==> src/pkg/uart_port_map.svh <==
// Constants of the metering serial port: framing, bit rate limits and timing
`ifndef UART_PORT_MAP_SVH
`define UART_PORT_MAP_SVH
`define CLK_HZ          100000000
`define CYC_PER_MS      (`CLK_HZ / 1000)
`define BAUD_MIN        1200
`define BAUD_MAX        19200
`define BIT_MIN_CYC     17'((`CLK_HZ / 10 * 9) / `BAUD_MAX)
`define BIT_MAX_CYC     17'((`CLK_HZ / 10 * 11) / `BAUD_MIN)
`define T_RF_MS         20
`define T_RF_CYC        (`T_RF_MS * `CYC_PER_MS)
`define T_RTD_MIN_MS    1
`define T_RTD_MIN_CYC   (`T_RTD_MIN_MS * `CYC_PER_MS)
`define RX_BREAK_MS     40
`define RX_BREAK_CYC    (`RX_BREAK_MS * `CYC_PER_MS)
`define FRAME_LEN       4'h8
`define WR_RESP_LEN     4'h4
`define RD_RESP_LEN     4'h8
`define PAR_IDX         4'h9
`define STOP_IDX        4'hA
`define HEAD_BYTE       8'h7D
`define CTRL_READ       4'h1
`define CTRL_WRITE      4'h2
`define CTRL_BCAST      4'h4
`define CHK_ADD         8'h33
`endif

==> src/pkg/uart_port_pkg.sv <==
// Types of the metering serial port
package uart_port_pkg;
    typedef enum logic [2:0] {
        ST_IDLE  = 3'b000,
        ST_MEAS  = 3'b001,
        ST_BITS  = 3'b010,
        ST_DELAY = 3'b011,
        ST_TX    = 3'b100
    } port_state_t;
    typedef logic [16:0] bit_len_t;
endpackage

==> src/pkg/char_tx_if.sv <==
// Link between the port controller and its character transmitter
`timescale 1ns/1ns
interface char_tx_if;
    logic        start;
    logic [7:0]  data;
    logic [16:0] bit_len;
    logic        abort;
    logic        busy;
    logic        line;
    modport ctl (output start, output data, output bit_len, output abort,
                 input busy, input line);
    modport ser (input start, input data, input bit_len, input abort,
                 output busy, output line);
endinterface

==> src/design/char_tx.sv <==
// Serialiser for one 11-bit character: start, eight data bits LSB first, odd parity, stop
`timescale 1ns/1ns
`include "uart_port_map.svh"
module char_tx
    import uart_port_pkg::*;
(
    // Clock and reset
    input  wire logic mclk_i,
    input  wire logic arst_n_i,
    // Controller side
    char_tx_if.ser    txc
);
    logic [10:0] shift;
    logic [3:0]  bit_idx;
    bit_len_t    timer;
    logic        active;
    logic        line;

    // Busy covers the start cycle so the controller never sees a false idle
    assign txc.busy = active | txc.start;
    assign txc.line = line;

    // Shift out one bit per measured bit time; idle line is high
    always_ff @(posedge mclk_i or negedge arst_n_i) begin
        if (!arst_n_i) begin
            shift   <= 11'h7FF;
            bit_idx <= 4'h0;
            timer   <= 17'h00000;
            active  <= 1'b0;
            line    <= 1'b1;
        end else if (txc.abort) begin
            active  <= 1'b0;
            line    <= 1'b1;
        end else if (txc.start && !active) begin
            // Parity bit makes the count of ones odd
            shift   <= {1'b1, ~^txc.data, txc.data, 1'b0};
            bit_idx <= 4'h0;
            timer   <= txc.bit_len - 17'h00001;
            active  <= 1'b1;
            line    <= 1'b0;
        end else if (active) begin
            if (timer == 17'h00000) begin
                if (bit_idx == `STOP_IDX) begin
                    active <= 1'b0;
                    line   <= 1'b1;
                end else begin
                    bit_idx <= bit_idx + 4'h1;
                    timer   <= txc.bit_len - 17'h00001;
                    line    <= shift[bit_idx + 4'h1]; // LSB first
                end
            end else begin
                timer <= timer - 17'h00001;
            end
        end
    end
endmodule // char_tx

==> src/design/meter_uart_port.sv <==
// Slave serial command port: autobaud receiver, frame checker and responder
// What this block does
// - Characters are 11 bits: start low, 8 data, odd parity, stop high.
// - Data bits go least significant bit first, both directions.
// - Bit rate detected automatically between 1200 and 19200 bps.
// - Half duplex; device never receives while it transmits.
// - Device only transmits in answer to a host command.
// - Line break or software reset returns port to initial state.
// - Read and write get a response; broadcast gets none.
// - Gap over 20 ms between command characters drops the frame.
// - Response starts 1 ms after the stop-bit sample of the command's last character, mid stop bit.
// - Gap between response characters lies between 0 and 20 ms.
// - Check character is inverted sum of prior characters plus 0x33.
// - Write answer is header, control, address and check character.
// - Address upper four bits in control high nibble, lower eight in address.
`timescale 1ns/1ns
`include "uart_port_map.svh"
module meter_uart_port
    import uart_port_pkg::*;
#(
    parameter int unsigned GAP_CYC     = `T_RF_CYC,
    parameter int unsigned RESP_CYC    = `T_RTD_MIN_CYC,
    parameter int unsigned BREAK_CYC   = `RX_BREAK_CYC,
    parameter int unsigned MIN_BIT_CYC = `BIT_MIN_CYC,
    parameter int unsigned MAX_BIT_CYC = `BIT_MAX_CYC
) (
    // Clock and reset
    input  wire logic        mclk_i,
    input  wire logic        arst_n_i,
    // Serial link
    input  wire logic        rx_i,
    output wire logic        tx_o,
    // Chip reset request
    input  wire logic        sw_reset_i,
    // Decoded command towards the register file
    output logic             cmd_valid_o,
    output logic             cmd_write_o,
    output logic             cmd_bcast_o,
    output logic [11:0]      cmd_addr_o,
    output logic [31:0]      cmd_wdata_o,
    input  wire logic [31:0] rd_data_i,
    // Status
    output logic             baud_lock_o
);
    char_tx_if   txc ();
    port_state_t state;
    bit_len_t    bit_len;
    bit_len_t    bit_timer;
    logic [31:0] long_timer;
    logic [31:0] break_cnt;
    logic [3:0]  bit_idx;
    logic [3:0]  byte_cnt;
    logic [7:0]  data_sr;
    logic        par_bit;
    logic        bad;
    logic [7:0]  sum;
    logic [7:0]  frame [0:7];
    logic [31:0] rd_data;
    logic        is_read;
    logic [3:0]  resp_len;
    logic [3:0]  tx_idx;
    logic        launched;
    logic [7:0]  tx_sum;
    logic [7:0]  tx_byte;
    logic        clear;
    logic        byte_done;
    logic        frame_ok;
    logic [3:0]  ctrl_op;

    char_tx u_tx (
        .mclk_i   (mclk_i),
        .arst_n_i (arst_n_i),
        .txc      (txc)
    );

    // A line held low longer than any character is a break that resets the port
    always_ff @(posedge mclk_i or negedge arst_n_i) begin
        if (!arst_n_i) begin
            break_cnt <= 32'h0;
        end else if (rx_i || clear) begin
            break_cnt <= 32'h0;
        end else begin
            break_cnt <= break_cnt + 32'h1;
        end
    end
    assign clear = sw_reset_i || (break_cnt == BREAK_CYC - 1);
    assign txc.abort = clear;

    // Stop-bit sample completes a character
    assign byte_done = (state == ST_BITS) && (bit_timer == 17'h00000)
                       && (bit_idx == `STOP_IDX);
    assign ctrl_op   = frame[1][3:0];
    // Head, check and parity all good before anything executes
    // Parity of the check character itself is not in bad yet, so test it here
    assign frame_ok  = !bad && (frame[0] == `HEAD_BYTE) && rx_i
                       && (^{data_sr, par_bit})
                       && (data_sr == (~sum + `CHK_ADD));

    // Port sequencer: autobaud, bit sampling, gap timeout, response delay
    always_ff @(posedge mclk_i or negedge arst_n_i) begin
        if (!arst_n_i) begin
            state       <= ST_IDLE;
            bit_len     <= 17'h00000;
            bit_timer   <= 17'h00000;
            long_timer  <= 32'h0;
            bit_idx     <= 4'h0;
            byte_cnt    <= 4'h0;
            baud_lock_o <= 1'b0;
        end else if (clear) begin
            state       <= ST_IDLE;
            bit_len     <= 17'h00000;
            byte_cnt    <= 4'h0;
            long_timer  <= 32'h0;
            baud_lock_o <= 1'b0;
        end else begin
            case (state)
                ST_IDLE: begin
                    long_timer <= long_timer + 32'h1;
                    if (byte_cnt != 4'h0 && long_timer == GAP_CYC - 1) begin
                        byte_cnt <= 4'h0;
                    end else if (!rx_i) begin
                        bit_timer <= 17'h00000;
                        if (byte_cnt == 4'h0) begin
                            // Head byte starts with a lone low start bit
                            state <= ST_MEAS;
                        end else begin
                            state     <= ST_BITS;
                            bit_idx   <= 4'h0;
                            bit_timer <= {1'b0, bit_len[16:1]};
                        end
                    end
                end
                ST_MEAS: begin
                    if (rx_i) begin
                        if (bit_timer >= MIN_BIT_CYC && bit_timer <= MAX_BIT_CYC) begin
                            bit_len     <= bit_timer;
                            baud_lock_o <= 1'b1;
                            state       <= ST_BITS;
                            bit_idx     <= 4'h1;
                            bit_timer   <= {1'b0, bit_timer[16:1]};
                        end else begin
                            state <= ST_IDLE;
                        end
                    end else if (bit_timer == MAX_BIT_CYC) begin
                        state <= ST_IDLE;
                    end else begin
                        bit_timer <= bit_timer + 17'h00001;
                    end
                end
                ST_BITS: begin
                    if (bit_timer != 17'h00000) begin
                        bit_timer <= bit_timer - 17'h00001;
                    end else if (bit_idx == 4'h0 && rx_i) begin
                        state      <= ST_IDLE; // Glitch, not a start bit
                        long_timer <= 32'h0;
                    end else if (bit_idx == `STOP_IDX) begin
                        long_timer <= 32'h0;
                        if (byte_cnt == `FRAME_LEN - 4'h1) begin
                            byte_cnt <= 4'h0;
                            state    <= (frame_ok && ctrl_op != `CTRL_BCAST) ?
                                        ST_DELAY : ST_IDLE;
                        end else begin
                            byte_cnt <= byte_cnt + 4'h1;
                            state    <= ST_IDLE;
                        end
                    end else begin
                        bit_idx   <= bit_idx + 4'h1;
                        bit_timer <= bit_len - 17'h00001;
                    end
                end
                ST_DELAY: begin
                    long_timer <= long_timer + 32'h1;
                    if (long_timer == RESP_CYC - 1) begin
                        state <= ST_TX;
                    end
                end
                ST_TX: begin
                    if (launched && !txc.busy && tx_idx == resp_len - 4'h1) begin
                        state      <= ST_IDLE; // Receiver ignores rx until here
                        long_timer <= 32'h0;
                    end
                end
                default: state <= ST_IDLE;
            endcase
        end
    end

    // Character assembly: LSB first, parity and running sum per frame
    always_ff @(posedge mclk_i or negedge arst_n_i) begin
        if (!arst_n_i) begin
            data_sr <= 8'h00;
            par_bit <= 1'b0;
            bad     <= 1'b0;
            sum     <= 8'h00;
        end else if (clear || (state == ST_IDLE && byte_cnt == 4'h0)) begin
            bad <= 1'b0;
            sum <= 8'h00;
        end else if (state == ST_BITS && bit_timer == 17'h00000) begin
            if (bit_idx >= 4'h1 && bit_idx <= 4'h8) begin
                data_sr <= {rx_i, data_sr[7:1]};
            end else if (bit_idx == `PAR_IDX) begin
                par_bit <= rx_i;
            end else if (bit_idx == `STOP_IDX) begin
                // Odd parity and high stop bit
                if (!(^{data_sr, par_bit}) || !rx_i) begin
                    bad <= 1'b1;
                end
                sum <= sum + data_sr;
            end
        end
    end

    // Frame store; the eighth character is only compared, never stored
    always_ff @(posedge mclk_i or negedge arst_n_i) begin
        if (!arst_n_i) begin
            for (int i = 0; i < 8; i++) begin
                frame[i] <= 8'h00;
            end
        end else if (byte_done && byte_cnt != `FRAME_LEN - 4'h1) begin
            frame[byte_cnt[2:0]] <= data_sr;
        end
    end

    // Command hand-off, one pulse per accepted frame
    always_ff @(posedge mclk_i or negedge arst_n_i) begin
        if (!arst_n_i) begin
            cmd_valid_o <= 1'b0;
            cmd_write_o <= 1'b0;
            cmd_bcast_o <= 1'b0;
            cmd_addr_o  <= 12'h000;
            cmd_wdata_o <= 32'h0;
        end else begin
            cmd_valid_o <= 1'b0;
            if (!clear && byte_done && byte_cnt == `FRAME_LEN - 4'h1 && frame_ok
                && (ctrl_op == `CTRL_READ || ctrl_op == `CTRL_WRITE
                    || ctrl_op == `CTRL_BCAST)) begin
                cmd_valid_o <= 1'b1;
                cmd_write_o <= (ctrl_op != `CTRL_READ);
                cmd_bcast_o <= (ctrl_op == `CTRL_BCAST);
                cmd_addr_o  <= {frame[1][7:4], frame[2]};
                cmd_wdata_o <= {frame[6], frame[5], frame[4], frame[3]};
            end
        end
    end

    // Read data is captured with the command pulse; response length by operation
    always_ff @(posedge mclk_i or negedge arst_n_i) begin
        if (!arst_n_i) begin
            rd_data  <= 32'h0;
            is_read  <= 1'b0;
            resp_len <= `WR_RESP_LEN;
        end else if (cmd_valid_o) begin
            rd_data  <= rd_data_i;
            is_read  <= !cmd_write_o;
            resp_len <= cmd_write_o ? `WR_RESP_LEN : `RD_RESP_LEN;
        end
    end

    // Response byte select; last byte is the check character
    always_comb begin
        tx_byte = ~tx_sum + `CHK_ADD;
        if (tx_idx != resp_len - 4'h1) begin
            case (tx_idx)
                4'h0:    tx_byte = `HEAD_BYTE;
                4'h1:    tx_byte = {cmd_addr_o[11:8],
                                    is_read ? `CTRL_READ : `CTRL_WRITE};
                4'h2:    tx_byte = cmd_addr_o[7:0];
                4'h3:    tx_byte = rd_data[7:0];
                4'h4:    tx_byte = rd_data[15:8];
                4'h5:    tx_byte = rd_data[23:16];
                4'h6:    tx_byte = rd_data[31:24];
                default: tx_byte = 8'h00;
            endcase
        end
    end

    // Response characters follow each other with a two-clock idle gap after each stop bit
    assign txc.start   = (state == ST_TX) && !launched && !clear;
    assign txc.data    = tx_byte;
    assign txc.bit_len = bit_len;
    assign tx_o        = txc.line;

    always_ff @(posedge mclk_i or negedge arst_n_i) begin
        if (!arst_n_i) begin
            tx_idx   <= 4'h0;
            launched <= 1'b0;
            tx_sum   <= 8'h00;
        end else if (state != ST_TX || clear) begin
            tx_idx   <= 4'h0;
            launched <= 1'b0;
            tx_sum   <= 8'h00;
        end else if (txc.start) begin
            launched <= 1'b1;
        end else if (!txc.busy) begin
            launched <= 1'b0;
            tx_idx   <= tx_idx + 4'h1;
            tx_sum   <= tx_sum + tx_byte;
        end
    end
endmodule // meter_uart_port

==> config.mk <==
export PLATFORM = sky130hd
export DESIGN_NAME = meter_uart_port
export DESIGN_NICKNAME = d
export VERILOG_FILES = /design/src/pkg/uart_port_pkg.sv /design/src/pkg/char_tx_if.sv /design/src/design/char_tx.sv /design/src/design/meter_uart_port.sv
export VERILOG_INCLUDE_DIRS = /design/src /design/src/pkg
export SDC_FILE = /design/constraint.sdc
export NUM_CORES = 1
export LEC_CHECK = 0
export BUFFER_PORTS_ARGS = -buffer_cell sky130_fd_sc_hd__buf_2
export CAP_MARGIN = 0
export CELL_PAD_IN_SITES_DETAIL_PLACEMENT = 2
export CELL_PAD_IN_SITES_GLOBAL_PLACEMENT = 2
export CORE_MARGIN = 4
export CORE_UTILIZATION = 36
export DETAILED_ROUTE_END_ITERATION = 12
export PLACE_DENSITY_LB_ADDON = 0.05
export SYNTH_ARGS = -nofsm -noshare
export SYNTH_HDL_FRONTEND = slang
export SYNTH_SLANG_ARGS = --single-unit
==> constraint.sdc <==
create_clock -name mclk_i -period 3.3 [get_ports mclk_i]
set_input_delay 0.66 -clock mclk_i [delete_from_list [all_inputs] [get_ports mclk_i]]
set_output_delay 0.66 -clock mclk_i [all_outputs]
set_load 0.03 [all_outputs]
==> impl_results.md <==
* Max Clk Rate at roughly 300 MHz
* Post-synth EDFFs at 0
* Routed via count at roughly 14000
* CTS tree: done
* Layout cells sized above 1 at 22.5%
* IO buf count at 84
* RSZ-0062 raised after global routing: true
* Worst-path clk slew at 0.05 ns
* Die height at between 200 and 250 um
* # fillers at between 4000 and 5000
* Worst IR Drop VDD at 0.400 mV
* First-pass GRT wire length at between 80000 and 90000 um
* LEAKAGE at between 0.009 and 0.01 uW
* Area of the multi-input gates at 0.00846 mm^2
* Antenna-violating nets left at 0
* Critical path endpoint category: flip-flop
* Synth area leader: dfrtp_1
* Final Hold Viols at 0
* Vias in the first global route at around 15000
* Worst rel slew slack at 44.6%
* Critical path startpoint category: flip-flop
* DR iter-0 viols at 702
* Reg area at 0.00780 mm^2
* Reg power frac at between 40% and 50%
* CP Class: reg2reg
* CP max stage cell: dfrtp_2
* Critical path launch point: tx_idx[0]$_DFFE_PN0P_
* Switching Fraction at 29.5%
* Largest fanout on the critical path at 4
* Most common cell after layout, fill and taps aside: dfrtp_1
* # IOs at 85
* Final non-filler cell total at 2527
* Register area share after synthesis at 46.8%
* Core area at between 0.04 and 0.05 mm^2
* Worst EP arrival at ~3.8 ns
* Largest net degree at the start of global routing at 100
* Clk pwr share at 41.7%
* Final WL at approximately 54000 um
* H-tree depth at 2
* Max Slew Vio Count at 0
* Final Util at between 40% and 50%
* Synth Area per Inst at approximately 9.5 um^2
* Min-Delay Path Class: in2async
* Hold Buf Count CTS at 0
* Remaining DRCs at 0
* Internal at about 7300 uW
* Post-synthesis cell area at between 0.015 and 0.02 mm^2
* Fin crit period at between 3 and 4 ns
* Num CTS Buffers at 39
* Async SR Flop Fraction at 100%
* Synth area leaders: dfrtp_1 (45%), mux2_2 (7.3%), nand2_1 (6.2%), nor2_1 (4.0%), o21ai_0 (3.6%)
* Die Wd at about 220 um
* Syn_nets at about 1800
* Top_reg_cell synth: dfrtp_1
* Endpoints failing setup at 0
* Slew @ Worst Pin at about 0.83 ns
* Area delta synth->final at 19.2%
* Final worst-path cycle share at roughly 100%
* GRT Util Overall at a little over a fifth
* RR Startpoint: tx_idx[0]$_DFFE_PN0P_
* Final nets at slightly below 2000
* Drt wl/cell at around 21 um
* Worst Path Required at between 3 and 4 ns
* Final setup TNS at 0 ns
* Commonest non-fill, non-tap cells in the layout: dfrtp_1 (298), nand2_1 (272), nor2_1 (177), o21ai_0 (117), mux2_2 (108)
* Placer Congestion at 0.815
* Root Buffer Master: clkbuf_16
* Yosys top cell area share at ~45%
* Total number of yosys warnings at 0
* Yosys cell types at 82
* Placed cells at between 2000 and 2500
* Psw at roughly 3100 uW
* Flops & latches, synth at 311
* Max-Cap Viols at 0
* CTS Sinks at 311
* Power per cell area at 523 mW/mm^2
* Clock Latency Late Sink at about 0.55 ns
* Clock Skew at around 0.014 ns
* Critical Path Max Stage Delay at around 0.44 ns
* Cell Chain, Critical Path: buf_4, ha_2, a222oi_1, mux2_2, o22ai_1, ha_1, a21o_1, a21oi_2, nor2b_1, o21a_1, o41ai_4, xnor2_1, or3_1, a21oi_1
* Vias per cell at 5.47
* Clock Tree Buf Depth at 3
* Mapped Cells at around 1800
* DR pass1 iterations at 5
* Status: finished, final reports clean
* Comb power frac at 18.2%
* Global route overflow at 0
* Initial antenna violation count at 0
* Initial core utilization at 36.5%
* Die area at roughly 0.05 mm^2
* Antenna diodes at 0
* Post-DP HPWL at roughly 38000 um
* Row cnt at between 70 and 80
==> layer usage <==
layer  routed length (um)  up-vias  global-route usage (%)
met4                  894        0                    4.45
li1                     -     6437                       -
met2                26700      156                    37.1
met1                25100     7180                    29.3
met3                 1580       58                    3.49
met5                    0        -                       0
==> worst paths after layout <==
kind / endpoint / slack, ns / cells past startpoint
min reg2reg: cmd_wdata_o[15]$_DFFE_PN0P_ / 0.46 / 2
max: tx_sum[7]$_DFFE_PN0P_ / 0.01 / 14
min: rd_data[2]$_DFFE_PN0P_ / 0.17 / 1
min in group mclk_i: rd_data[27]$_DFFE_PN0P_ / 0.34 / 2
max in group asynchronous: u_tx.txc.line$_DFFE_PN1P_ / 2.29 / 2
max reg2reg: tx_sum[7]$_DFFE_PN0P_ / 0.01 / 14
==> synthesized netlist by cell type, drive strengths merged, types with 8 or more instances <==
master and n:
a211oi 8, a21o 13, a21oi 68, a222oi 9, a22oi 11, a31oi 15, and3 25, buf 19
clkbuf 76, dfrtp 299, dfstp 12, ha 35, inv 35, mux2 109, mux2i 22, nand2 273
nand2b 11, nand3 61, nand4 20, nor2 180, nor2b 10, nor3 35, nor4 21, o21ai 121
o22ai 12, o31ai 12, o41ai 9, or3 10, xnor2 53, xor2 64
==> critical path, delay by kind of cell (launching register included) <==
kind | cells | cell delay (ns)
adder cells (fa/ha/maj) | 2 | 0.49
flip-flops | 1 | 0.44
buffers and inverters | 1 | 0.14
AND/OR/NAND/NOR | 2 | 0.39
XOR/XNOR | 1 | 0.12
multiplexers | 1 | 0.22
AO/OA/AOI/OAI | 7 | 1.43
==> cells by family after synthesis <==
family | count (synthesis) | share of synthesized area [%]
AO/OA/AOI/OAI | 324 | 12.1
flip-flops | 311 | 46.8
multiplexers | 133 | 8.96
AND/OR/NAND/NOR | 700 | 19.8
adder cells (fa/ha/maj) | 37 | 2.87
buffers and inverters | 131 | 3.30
XOR/XNOR | 117 | 6.15
==> what timing repair did <==
| action | CTS | global route |
|---|---|---|
| endpoints found under the setup margin | 2 | 64 |
| resized for setup | 8 | 27 |
| pin swaps | 7 | 8 |
| gates cloned | 0 | 0 |
| setup buffers | 5 | 3 |
==> final cells by class <==
| type | count | area share [%] |
|---|---|---|
| well taps | 600 | 3.78 |
| inverters | 36 | 0.681 |
| flip-flops and latches | 311 | 39.3 |
| clock buffers | 59 | 5.95 |
| repair buffers | 199 | 7.12 |
| multi-input cells | 1311 | 42.6 |
| clock inverters | 11 | 0.548 |
==> per-stage QoR <==
step                cell area, um^2  hold WS (ns)  total power [uW]  worst slack (ns)
floorplan                     16700         0.364              5290           0.00607
global placement              18300         0.445              6040            0.0663
detailed placement            18300         0.460              6110            -0.141
CTS                           19700         0.182             10500           0.00111
global route                  19900         0.212             11000            -0.208
finish                        19900         0.168             10400            0.0109
==> power by group through the flow <==
stage | registers, uW | clock network, uW | logic, uW
final | 4160 | 4330 | 1890
after global routing | 4190 | 4650 | 2130
after CTS | 4160 | 4480 | 1900
after detailed placement | 4230 | 0 | 1880
after global placement | 4220 | 0 | 1820
after floorplan | 4190 | 0 | 1090
==> sequential cells by signal (all words and copies together), names as in the netlist, 2 cells and up <==
| register | count |
|---|---|
| u_tx.shift | 10 |
| u_tx.bit_idx | 4 |
| rd_data | 32 |
| bit_len | 17 |
| byte_cnt | 4 |
| cmd_addr_o | 12 |
| cmd_wdata_o | 32 |
| break_cnt | 32 |
| state | 3 |
| u_tx.timer | 17 |
| bit_timer | 17 |
| long_timer | 32 |
| data_sr | 8 |
| tx_idx | 4 |
| sum | 8 |
| frame | 52 |
| resp_len | 2 |
| tx_sum | 8 |
| bit_idx | 4 |
| ctrl_op | 4 |
No activity file was read; power rests on OpenSTA's default activity.
